**config.mk**
```make
export PLATFORM = sky130hd
export DESIGN_NAME = ttc_top
export DESIGN_NICKNAME = d
export VERILOG_FILES = /design/src/rtl/ttc_pkg.sv /design/src/rtl/ttc_top.sv /design/src/rtl/ttc_gate.sv
export SDC_FILE = /design/constraint.sdc
export NUM_CORES = 1
export LEC_CHECK = 0
export BUFFER_PORTS_ARGS = -buffer_cell sky130_fd_sc_hd__buf_2
export CORE_MARGIN = 3
export CORE_UTILIZATION = 50
export DETAILED_ROUTE_END_ITERATION = 16
export PLACE_DENSITY = 0.74
export REMOVE_ABC_BUFFERS = 1
export SETUP_SLACK_MARGIN = 0.15
export SLEW_MARGIN = 40
export SYNTH_ARGS = -nofsm -noshare
export SYNTH_HDL_FRONTEND = slang
export SYNTH_HIERARCHICAL = 1
export SYNTH_SLANG_ARGS = --single-unit
```
**constraint.sdc**
```tcl
create_clock -name sys_clk -period 1.77 [get_ports sys_clk]
set_input_delay 0.177 -clock sys_clk [delete_from_list [all_inputs] [get_ports sys_clk]]
set_output_delay 0.177 -clock sys_clk [all_outputs]
set_load 0.02 [all_outputs]
```
**src/rtl/ttc_pkg.sv**
```systemverilog
// Package: constants and carrier types of the thermal throttle controller
package ttc_pkg;

  // ----------------------------------------------------------------
  // Widths
  // ----------------------------------------------------------------
  localparam int unsigned PT_W   = 4;
  localparam int unsigned DUTY_W = 3;

  // ----------------------------------------------------------------
  // Clock gating timing
  // ----------------------------------------------------------------
  // Core clock period in ns, and one gating slot in ns
  localparam int unsigned CLK_PERIOD_NS = 25;
  localparam int unsigned SLOT_NS       = 200;
  localparam int unsigned SLOT_CYC      = (SLOT_NS / CLK_PERIOD_NS) > 0 ?
                                          (SLOT_NS / CLK_PERIOD_NS) : 1;
  localparam logic [7:0]  SLOT_CYC_W    = SLOT_CYC[7:0];
  // Eight slots per gating period; automatic duty is four of eight on
  localparam logic [DUTY_W-1:0] AUTO_DUTY = 3'h4;

  // ----------------------------------------------------------------
  // Hysteresis and reset values
  // ----------------------------------------------------------------
  localparam logic [7:0]      HYST_CYC      = 8'h10;
  localparam logic [PT_W-1:0] THERMAL_PT    = 4'h0;
  localparam logic [PT_W-1:0] RST_PT        = 4'hf;

  // ----------------------------------------------------------------
  // Carriers
  // ----------------------------------------------------------------
  typedef struct packed {
    logic            auto_gate_en;
    logic            auto_step_en;
    logic            demand_en;
    logic [DUTY_W-1:0] demand_duty;
  } ttc_cfg_type;

  typedef struct packed {
    logic            valid;
    logic [PT_W-1:0] point;
  } ttc_req_type;

  typedef enum logic [3:0] {
    ST_IDLE    = 4'b0001,
    ST_STEP    = 4'b0010,
    ST_RESTORE = 4'b0100,
    ST_WAIT    = 4'b1000
  } ttc_state_type;

endpackage

```
**src/rtl/ttc_top.sv**
```systemverilog
// Thermal throttle controller: trip, gating and operating-point arbitration
//
// Behaviour
// - With an automatic mode enabled, a temperature trip activates the control circuit.
// - Trip threshold is fixed; no input can move it.
// - Snooping continues; interrupts are latched and serviced only while clocks run.
// - Temperature is reduced by clock gating or by stepping to a lower point.
// - Automatic and on-demand activation both exist; automatic wins when both apply.
// - Software enable bits choose the gating or stepping automatic mode.
// - Stepping mode under high temperature requests a lower operating point.
// - After cooling, request the point software last asked for before the event.
// - With both enables set, stepping is applied first.
// - If stepping fails to cool, gating is added while stepping stays.
// - A software request above the thermal target is deferred until event end.
// - A software request below the thermal target is applied at once.
// - Automatic gating runs a fixed half on, half off duty.
// - On-demand bit gates clocks at once with a three-bit eighths duty.
// - Hysteresis stops rapid toggling of the control circuit near the trip.
// - The active-low hot output asserts while the trip is detected.
`timescale 1ns/1ps
module ttc_top (
  input  wire logic                       sys_clk,
  input  wire logic                       resetn,
  input  wire logic                       temp_trip,
  input  wire ttc_pkg::ttc_cfg_type       cfg,
  input  wire ttc_pkg::ttc_req_type       sw_req,
  input  wire logic                       pt_done,
  input  wire logic                       irq_in,
  input  wire logic                       irq_ack,
  input  wire logic                       snoop_in,
  output logic                            die_hot_indicator_n,
  output logic                            thermal_control_circuit,
  output logic                            core_clk_en,
  output logic                            pt_req_valid,
  output logic [ttc_pkg::PT_W-1:0]        pt_req_point,
  output logic                            irq_pending,
  output logic                            irq_service,
  output logic                            snoop_out,
  output logic                            step_active
);

  // ----------------------------------------------------------------
  // Hot detection with hysteresis
  // ----------------------------------------------------------------
  // Threshold lives in the sensor; only its trip is seen here
  logic       hot_q;
  logic [7:0] hyst_q;
  wire        hyst_done = (hyst_q == ttc_pkg::HYST_CYC);
  wire        hot_d     = temp_trip ? 1'b1 : (hot_q && !hyst_done);

  always_ff @(posedge sys_clk or negedge resetn) begin
    if (!resetn) begin
      hot_q  <= 1'b0;
      hyst_q <= 8'h00;
    end else begin
      hot_q  <= hot_d;
      hyst_q <= (temp_trip || !hot_q) ? 8'h00 : hyst_q + 8'h01;
    end
  end

  // ----------------------------------------------------------------
  // Stepping state machine
  // ----------------------------------------------------------------
  ttc_pkg::ttc_state_type state_q;
  ttc_pkg::ttc_state_type state_d;
  logic [ttc_pkg::PT_W-1:0] last_q;
  logic [ttc_pkg::PT_W-1:0] defer_pt_q;
  logic                     defer_q;
  logic                     req_v_q;
  logic [ttc_pkg::PT_W-1:0] req_pt_q;
  logic                     step_fail_q;

  wire step_mode  = cfg.auto_step_en;
  wire gate_mode  = cfg.auto_gate_en;
  wire auto_on    = step_mode || gate_mode;
  wire in_event   = (state_q != ttc_pkg::ST_IDLE);
  wire sw_higher  = sw_req.valid && (sw_req.point > ttc_pkg::THERMAL_PT);
  wire sw_lower   = sw_req.valid && !sw_higher;
  wire start_step = (state_q == ttc_pkg::ST_IDLE) && hot_q && step_mode;

  always_comb begin
    state_d = state_q;
    unique case (state_q)
      ttc_pkg::ST_IDLE:    if (start_step) state_d = ttc_pkg::ST_STEP;
      ttc_pkg::ST_STEP:    if (!hot_q) state_d = ttc_pkg::ST_RESTORE;
      ttc_pkg::ST_RESTORE: state_d = ttc_pkg::ST_WAIT;
      ttc_pkg::ST_WAIT:    if (pt_done) state_d = ttc_pkg::ST_IDLE;
    endcase
  end

  always_ff @(posedge sys_clk or negedge resetn) begin
    if (!resetn) begin
      state_q <= ttc_pkg::ST_IDLE;
    end else begin
      state_q <= state_d;
    end
  end

  // Last point software asked for before the event; event requests never restore
  always_ff @(posedge sys_clk or negedge resetn) begin
    if (!resetn) begin
      last_q <= ttc_pkg::RST_PT;
    end else if (sw_req.valid && !in_event) begin
      last_q <= sw_req.point;
    end
  end

  // Deferred higher request; new defer beats release in the same cycle
  wire release_defer = (state_q == ttc_pkg::ST_WAIT) && pt_done;
  always_ff @(posedge sys_clk or negedge resetn) begin
    if (!resetn) begin
      defer_q    <= 1'b0;
      defer_pt_q <= ttc_pkg::RST_PT;
    end else if (in_event && sw_higher) begin
      defer_q    <= 1'b1;
      defer_pt_q <= sw_req.point;
    end else if (release_defer || (in_event && sw_lower)) begin
      defer_q    <= 1'b0;
    end
  end

  // Request output mux
  always_ff @(posedge sys_clk or negedge resetn) begin
    if (!resetn) begin
      req_v_q  <= 1'b0;
      req_pt_q <= ttc_pkg::RST_PT;
    end else if (start_step) begin
      req_v_q  <= 1'b1;
      req_pt_q <= ttc_pkg::THERMAL_PT;
    end else if (state_q == ttc_pkg::ST_RESTORE) begin
      req_v_q  <= 1'b1;
      req_pt_q <= last_q;
    end else if (release_defer && defer_q) begin
      req_v_q  <= 1'b1;
      req_pt_q <= defer_pt_q;
    end else if (sw_req.valid && (!in_event || sw_lower)) begin
      req_v_q  <= 1'b1;
      req_pt_q <= sw_req.point;
    end else begin
      req_v_q  <= 1'b0;
    end
  end

  // ----------------------------------------------------------------
  // Gating arbitration
  // ----------------------------------------------------------------
  // Gating is added only once a step has landed and the die is still hot
  always_ff @(posedge sys_clk or negedge resetn) begin
    if (!resetn) begin
      step_fail_q <= 1'b0;
    end else if (state_q != ttc_pkg::ST_STEP) begin
      step_fail_q <= 1'b0;
    end else if (temp_trip && pt_done) begin
      step_fail_q <= 1'b1;
    end
  end

  wire auto_gate = hot_q && gate_mode && (!step_mode || step_fail_q);
  wire gate_en   = auto_gate || cfg.demand_en;
  wire [ttc_pkg::DUTY_W-1:0] duty_sel = auto_gate ? ttc_pkg::AUTO_DUTY
                                                  : cfg.demand_duty;
  wire tcc_d     = (hot_d && auto_on) || cfg.demand_en;
  wire clk_run;

  ttc_gate i_ttc_gate (
    .sys_clk (sys_clk),
    .resetn  (resetn),
    .enable  (gate_en),
    .duty    (duty_sel),
    .clk_run (clk_run)
  );

  // ----------------------------------------------------------------
  // Interrupt latch and snoop path
  // ----------------------------------------------------------------
  // Ack wins only when no new request arrives that cycle
  logic irq_q;
  wire  irq_d = irq_in || (irq_q && !(irq_ack && clk_run));

  always_ff @(posedge sys_clk or negedge resetn) begin
    if (!resetn) begin
      irq_q                   <= 1'b0;
      irq_service             <= 1'b0;
      snoop_out               <= 1'b0;
      core_clk_en             <= 1'b1;
      die_hot_indicator_n     <= 1'b1;
      thermal_control_circuit <= 1'b0;
      step_active             <= 1'b0;
    end else begin
      irq_q                   <= irq_d;
      irq_service             <= irq_q && clk_run;
      snoop_out               <= snoop_in;
      core_clk_en             <= clk_run;
      die_hot_indicator_n     <= !hot_d;
      thermal_control_circuit <= tcc_d;
      step_active             <= state_d != ttc_pkg::ST_IDLE;
    end
  end

  assign irq_pending  = irq_q;
  assign pt_req_valid = req_v_q;
  assign pt_req_point = req_pt_q;

  // ----------------------------------------------------------------
  // Checks
  // ----------------------------------------------------------------
  a_hot_pin_follows: assert property (@(posedge sys_clk) disable iff (!resetn)
    temp_trip |=> !die_hot_indicator_n) else $error("hot output not asserted on trip");

  a_tcc_on_trip: assert property (@(posedge sys_clk) disable iff (!resetn)
    (temp_trip && auto_on) |=> thermal_control_circuit)
    else $error("control circuit idle on trip");

  a_demand_gates: assert property (@(posedge sys_clk) disable iff (!resetn)
    cfg.demand_en |=> thermal_control_circuit) else $error("demand did not activate");

  a_step_first: assert property (@(posedge sys_clk) disable iff (!resetn)
    (gate_mode && step_mode && !step_fail_q && !cfg.demand_en) |=> core_clk_en)
    else $error("gating before stepping");

  a_step_request: assert property (@(posedge sys_clk) disable iff (!resetn)
    start_step |=> (pt_req_valid && pt_req_point == ttc_pkg::THERMAL_PT))
    else $error("no lower point request");

  a_restore_last: assert property (@(posedge sys_clk) disable iff (!resetn)
    (state_q == ttc_pkg::ST_RESTORE && !sw_req.valid)
    |=> (pt_req_valid && pt_req_point == $past(last_q)))
    else $error("restore point wrong");

  a_defer_high: assert property (@(posedge sys_clk) disable iff (!resetn)
    (in_event && sw_higher && !start_step && state_q != ttc_pkg::ST_RESTORE && !release_defer)
    |=> !pt_req_valid) else $error("higher request not deferred");

  a_lower_now: assert property (@(posedge sys_clk) disable iff (!resetn)
    (state_q == ttc_pkg::ST_STEP && sw_lower)
    |=> (pt_req_valid && pt_req_point == $past(sw_req.point)))
    else $error("lower request not applied");

  a_hyst_hold: assert property (@(posedge sys_clk) disable iff (!resetn)
    ($fell(temp_trip) && hot_q) |=> hot_q [*8]) else $error("hot dropped without hysteresis");

  a_irq_latched: assert property (@(posedge sys_clk) disable iff (!resetn)
    irq_in |=> irq_pending) else $error("interrupt not latched");

endmodule

```
**src/rtl/ttc_gate.sv**
```systemverilog
// Clock gating duty generator: eight slots, duty slots on
`timescale 1ns/1ps
module ttc_gate (
  input  wire logic                        sys_clk,
  input  wire logic                        resetn,
  input  wire logic                        enable,
  input  wire logic [ttc_pkg::DUTY_W-1:0]  duty,
  output logic                             clk_run
);

  // ----------------------------------------------------------------
  // Slot divider
  // ----------------------------------------------------------------
  logic [7:0]                    div_q;
  logic [ttc_pkg::DUTY_W-1:0]    slot_q;
  wire                           slot_tick = (div_q == ttc_pkg::SLOT_CYC_W - 8'h01);

  always_ff @(posedge sys_clk or negedge resetn) begin
    if (!resetn) begin
      div_q  <= 8'h00;
      slot_q <= 3'h0;
    end else if (!enable) begin
      div_q  <= 8'h00;
      slot_q <= 3'h0;
    end else if (slot_tick) begin
      div_q  <= 8'h00;
      slot_q <= slot_q + 3'h1;
    end else begin
      div_q  <= div_q + 8'h01;
    end
  end

  // Zero duty would stop the core for good, so it runs free
  assign clk_run = !enable || (duty == 3'h0) || (slot_q < duty);

endmodule

```
==> flow_metrics.py <==
metrics = {
    "outcome": {
        "run_status": "finished, violations left",
        "failed_checks": "setup timing",
    },
    "setup_path": {
        "worst_ep_arrival_time_ps": 2100,
        "cp_cell_sequence": "o211ai_1, and2_1, inv_2, ha_4, a21o_1, a21o_1, o311ai_4, buf_4, and2_4",
        "critPathCaptureType": "flop",
        "timing.critical_path.mode_cell": "sky130_fd_sc_hd__a21o_1",
        "worstPathMaxFanout": 2,
        "worstPathRequired_ps": 1980,
        "worst_path_max_delay_cell": "sky130_fd_sc_hd__dfrtp_1",
        "setup.worst_path.class": "reg2reg",
        "crit_path_start_kind": "flop",
        "worst_path_largest_cell_delay_ps": 400,
    },
    "layout": {
        "antennaDiodeCount": 0,
        "final_net_count": 274,
        "drive_above_1_share": 0.4502,
        "area_growth_syn_to_layout_pct": 28.22,
    },
    "clock_network": {
        "master_cell_of_the_clock_root_buffer": "sky130_fd_sc_hd__clkbuf_8",
        "clock_slew_seen_by_the_registers_of_the_worst_setup_and_hold_paths_ps": 90,
        "tritoncts": "built",
        "cts_made_buffers": 5,
        "maximum_buffer_depth_of_the_clock_tree": 2,
        "insertion_delay_ps": 300,
        "cts.htree.levels": 2,
        "cts.sinks": 46,
    },
    "synth": {
        "synth-edff-count": 0,
        "synthCells": 192,
        "seq_area_frac_synth": 0.5331,
        "yosys_warnings": 6,
        "synthDistinctLibCells": 45,
        "synth.ff_latch_count": 46,
        "netlist_area_before_placement_sq_mm": 0.002195,
        "dominantRegCellSynth": "sky130_fd_sc_hd__dfrtp_1",
        "synth_area_per_cell_sq_um": 11.43,
        "proportion_of_register_bits_with_asynchronous_set_or_reset_after_synthesis": 1.000,
    },
    "timing": {
        "unrepaired_setup_endpoints_after_global_routing": "true",
        "setup_tns_ps": -286.6,
        "timing_hold_violations_final": 0,
        "fin_ws_ps": -119.5,
        "timing_max_transition_violations_final": 0,
        "final-setup-viol-count": 3,
        "slew-limit-headroom": 0.6326,
        "tightestPinTransition_ps": 551.1,
        "timing.final.crit_share": 1.068,
        "max_clock_freq_ghz": 0.5292,
        "worst_clock_skew_ps": 11.88,
        "finalWorstPathRequiredPeriod_ps": 1889,
        "hold_ws_ps": 47.92,
    },
    "floorplanning": {
        "placementRows": 23,
        "start_util": 0.5333,
        "io_pins": 30,
        "die-height_um": 72.25,
        "die_area_sq_mm": 0.005220,
        "horizontal_die_dimension_um": 72.25,
        "core_area_sq_mm": 0.004115,
    },
    "detailed_routing": {
        "post_drt_wl_per_cell_um": 14.90,
        "routed_vias_inst": 5.319,
        "postRouteAntennaNets": 0,
        "vias": 1601,
        "routed_wirelength_um": 4484,
        "first_iter_violations": 84,
        "firstDrtPassIters": 4,
        "drc": 0,
    },
    "min_path": {
        "hold_class": "in2reg",
    },
    "placed_design": {
        "portBuffers": 29,
        "detailed_place_hpwl_um": 2888,
        "pre_cts_slack_ps": -136.2,
        "gpl.final_weighted_congestion": 0.9057,
    },
    "power_and_ir_drop": {
        "pwr_cell_area_mw_per_mm2": 769.3,
        "power_leakage_nw": 1.337,
        "power.total_mw": 2.165,
        "ir_drop_uv": 501.8,
    },
    "global_routing": {
        "grt_pass1_wl_um": 7348,
        "initial_antenna_violation_count": 0,
        "grt_max_degree": 25,
        "grt_overflow_total": 0,
        "grt_usage": 0.1812,
        "grt_pass1_vias": 1606,
    },
    "run": {
        "max_cap_violations": 0,
    },
}
[synth_stat cells, types with 2 or more instances]
cell type / count / share of area
sky130_fd_sc_hd__dfrtp_1: 31 / 0.35
sky130_fd_sc_hd__nor2_1: 24 / 0.041
sky130_fd_sc_hd__dfstp_2: 15 / 0.18
sky130_fd_sc_hd__mux2_2: 11 / 0.056
sky130_fd_sc_hd__nand3_1: 9 / 0.021
sky130_fd_sc_hd__xor2_1: 9 / 0.036
sky130_fd_sc_hd__and2_1: 8 / 0.023
sky130_fd_sc_hd__inv_1: 8 / 0.014
sky130_fd_sc_hd__nand2_1: 7 / 0.012
sky130_fd_sc_hd__ha_1: 6 / 0.034
sky130_fd_sc_hd__o21ai_0: 6 / 0.014
sky130_fd_sc_hd__nand2b_1: 5 / 0.014
sky130_fd_sc_hd__nand4_1: 5 / 0.014
sky130_fd_sc_hd__xnor2_1: 5 / 0.020
sky130_fd_sc_hd__a21o_1: 4 / 0.014
sky130_fd_sc_hd__a311oi_1: 4 / 0.016
sky130_fd_sc_hd__and3_1: 4 / 0.011
sky130_fd_sc_hd__nand4b_1: 3 / 0.012
sky130_fd_sc_hd__a21oi_1: 2 / 0.0046
[layer usage]
layer / track usage / part of all wire / vias up
met4: 0.05010 / 0.012 / 0
met3: 0.04155 / 0.032 / 7
met1: 0.2262 / 0.43 / 784
met2: 0.3145 / 0.53 / 24
met5: 0 / 0 / -
li1: - / - / 786
[repair_timing]
item                                    in CTS  in global routing
setup buffers                                7                  6
hold buffers                                 2                  0
gates cloned                                 0                  0
pin swaps                                    7                 10
endpoints found under the setup margin      12                 12
hold endpoints to repair                    16                  0
resized for setup                           19                 15
[sequential cells by signal, indices dropped and copies added (netlist names), 3 cells and up]
name,count
last_q,4
state_q,4
hyst_q,8
pt_req_point,4
defer_pt_q,4
i_ttc_gate/slot_q,3
i_ttc_gate/div_q,8
[cells by family after synthesis]
| logic type | after synthesis | synth area share |
|---|---|---|
| buffers and inverters | 11 | 0.02280 |
| AO/OA/AOI/OAI | 23 | 0.07811 |
| adder cells (fa/ha/maj) | 6 | 0.03421 |
| flip-flops | 46 | 0.5331 |
| AND/OR/NAND/NOR | 80 | 0.2149 |
| multiplexers | 12 | 0.06100 |
| XOR/XNOR | 14 | 0.05587 |
[where the power goes]
group | internal, mW | switching (mW)
registers | 1.14 | 0.0569
clock network | 0.279 | 0.345
logic | 0.174 | 0.168
[cell type report]
type,instances,area [sq um]
sequential,46,1174
clock inverter,2,13.76
multi-input combinational,135,1096
inverter,8,30.03
timing repair buffer,54,365.4
clock buffer,6,72.57
fill,301,1301
tap,50,62.56
[final timing paths]
kind	depth (start not counted)	from	slack [ps]	end
max	9	step_fail_q$_DFFE_PN0P_	-120	irq_service$_DFF_PN0_
min	2	irq_in	50	irq_pending$_DFF_PN0_
max reg2reg	9	step_fail_q$_DFFE_PN0P_	-120	irq_service$_DFF_PN0_
min reg2reg	1	hyst_q[0]$_DFF_PN0_	480	hyst_q[0]$_DFF_PN0_
max in group asynchronous	3	resetn	780	die_hot_indicator_n$_DFF_PN1_
min in group asynchronous	2	resetn	390	i_ttc_gate/div_q[5]$_DFF_PN0_
[stage by stage]
stage / util / instance area, sq um / std cells
floorplan: - / 2175 / 189
global route: 0.6838 / 2814 / 301
CTS: 0.6555 / 2698 / 295
finish: 0.6838 / 2814 / 301
global placement: 0.6002 / 2470 / 278
detailed placement: 0.6002 / 2470 / 278
[critical path, delay by kind of cell (launching register included)]
| kind | cells | cell delay [ps] |
|---|---|---|
| AOI/OAI and AO/OA | 4 | 590 |
| adders and majority gates | 1 | 260 |
| buffers and inverters | 2 | 230 |
| DFF | 1 | 400 |
| and+or+nand+nor | 2 | 320 |
[layout by cell type (no fill, tap or decap), types with 5 or more instances in the layout]
cell	synthesis	final
sky130_fd_sc_hd__and2_1	8	6
sky130_fd_sc_hd__buf_4	0	18
sky130_fd_sc_hd__inv_1	8	7
sky130_fd_sc_hd__buf_2	1	29
sky130_fd_sc_hd__dfrtp_1	31	28
sky130_fd_sc_hd__ha_1	6	5
sky130_fd_sc_hd__xor2_1	9	9
sky130_fd_sc_hd__nand3_1	9	9
sky130_fd_sc_hd__dfstp_2	15	15
sky130_fd_sc_hd__nand2_1	7	7
sky130_fd_sc_hd__xnor2_1	5	5
sky130_fd_sc_hd__clkbuf_8	0	5
sky130_fd_sc_hd__o21ai_0	6	5
sky130_fd_sc_hd__nor2_1	24	21
sky130_fd_sc_hd__nand4_1	5	5
sky130_fd_sc_hd__mux2_4	0	7
No activity file was read; power rests on OpenSTA's default activity.
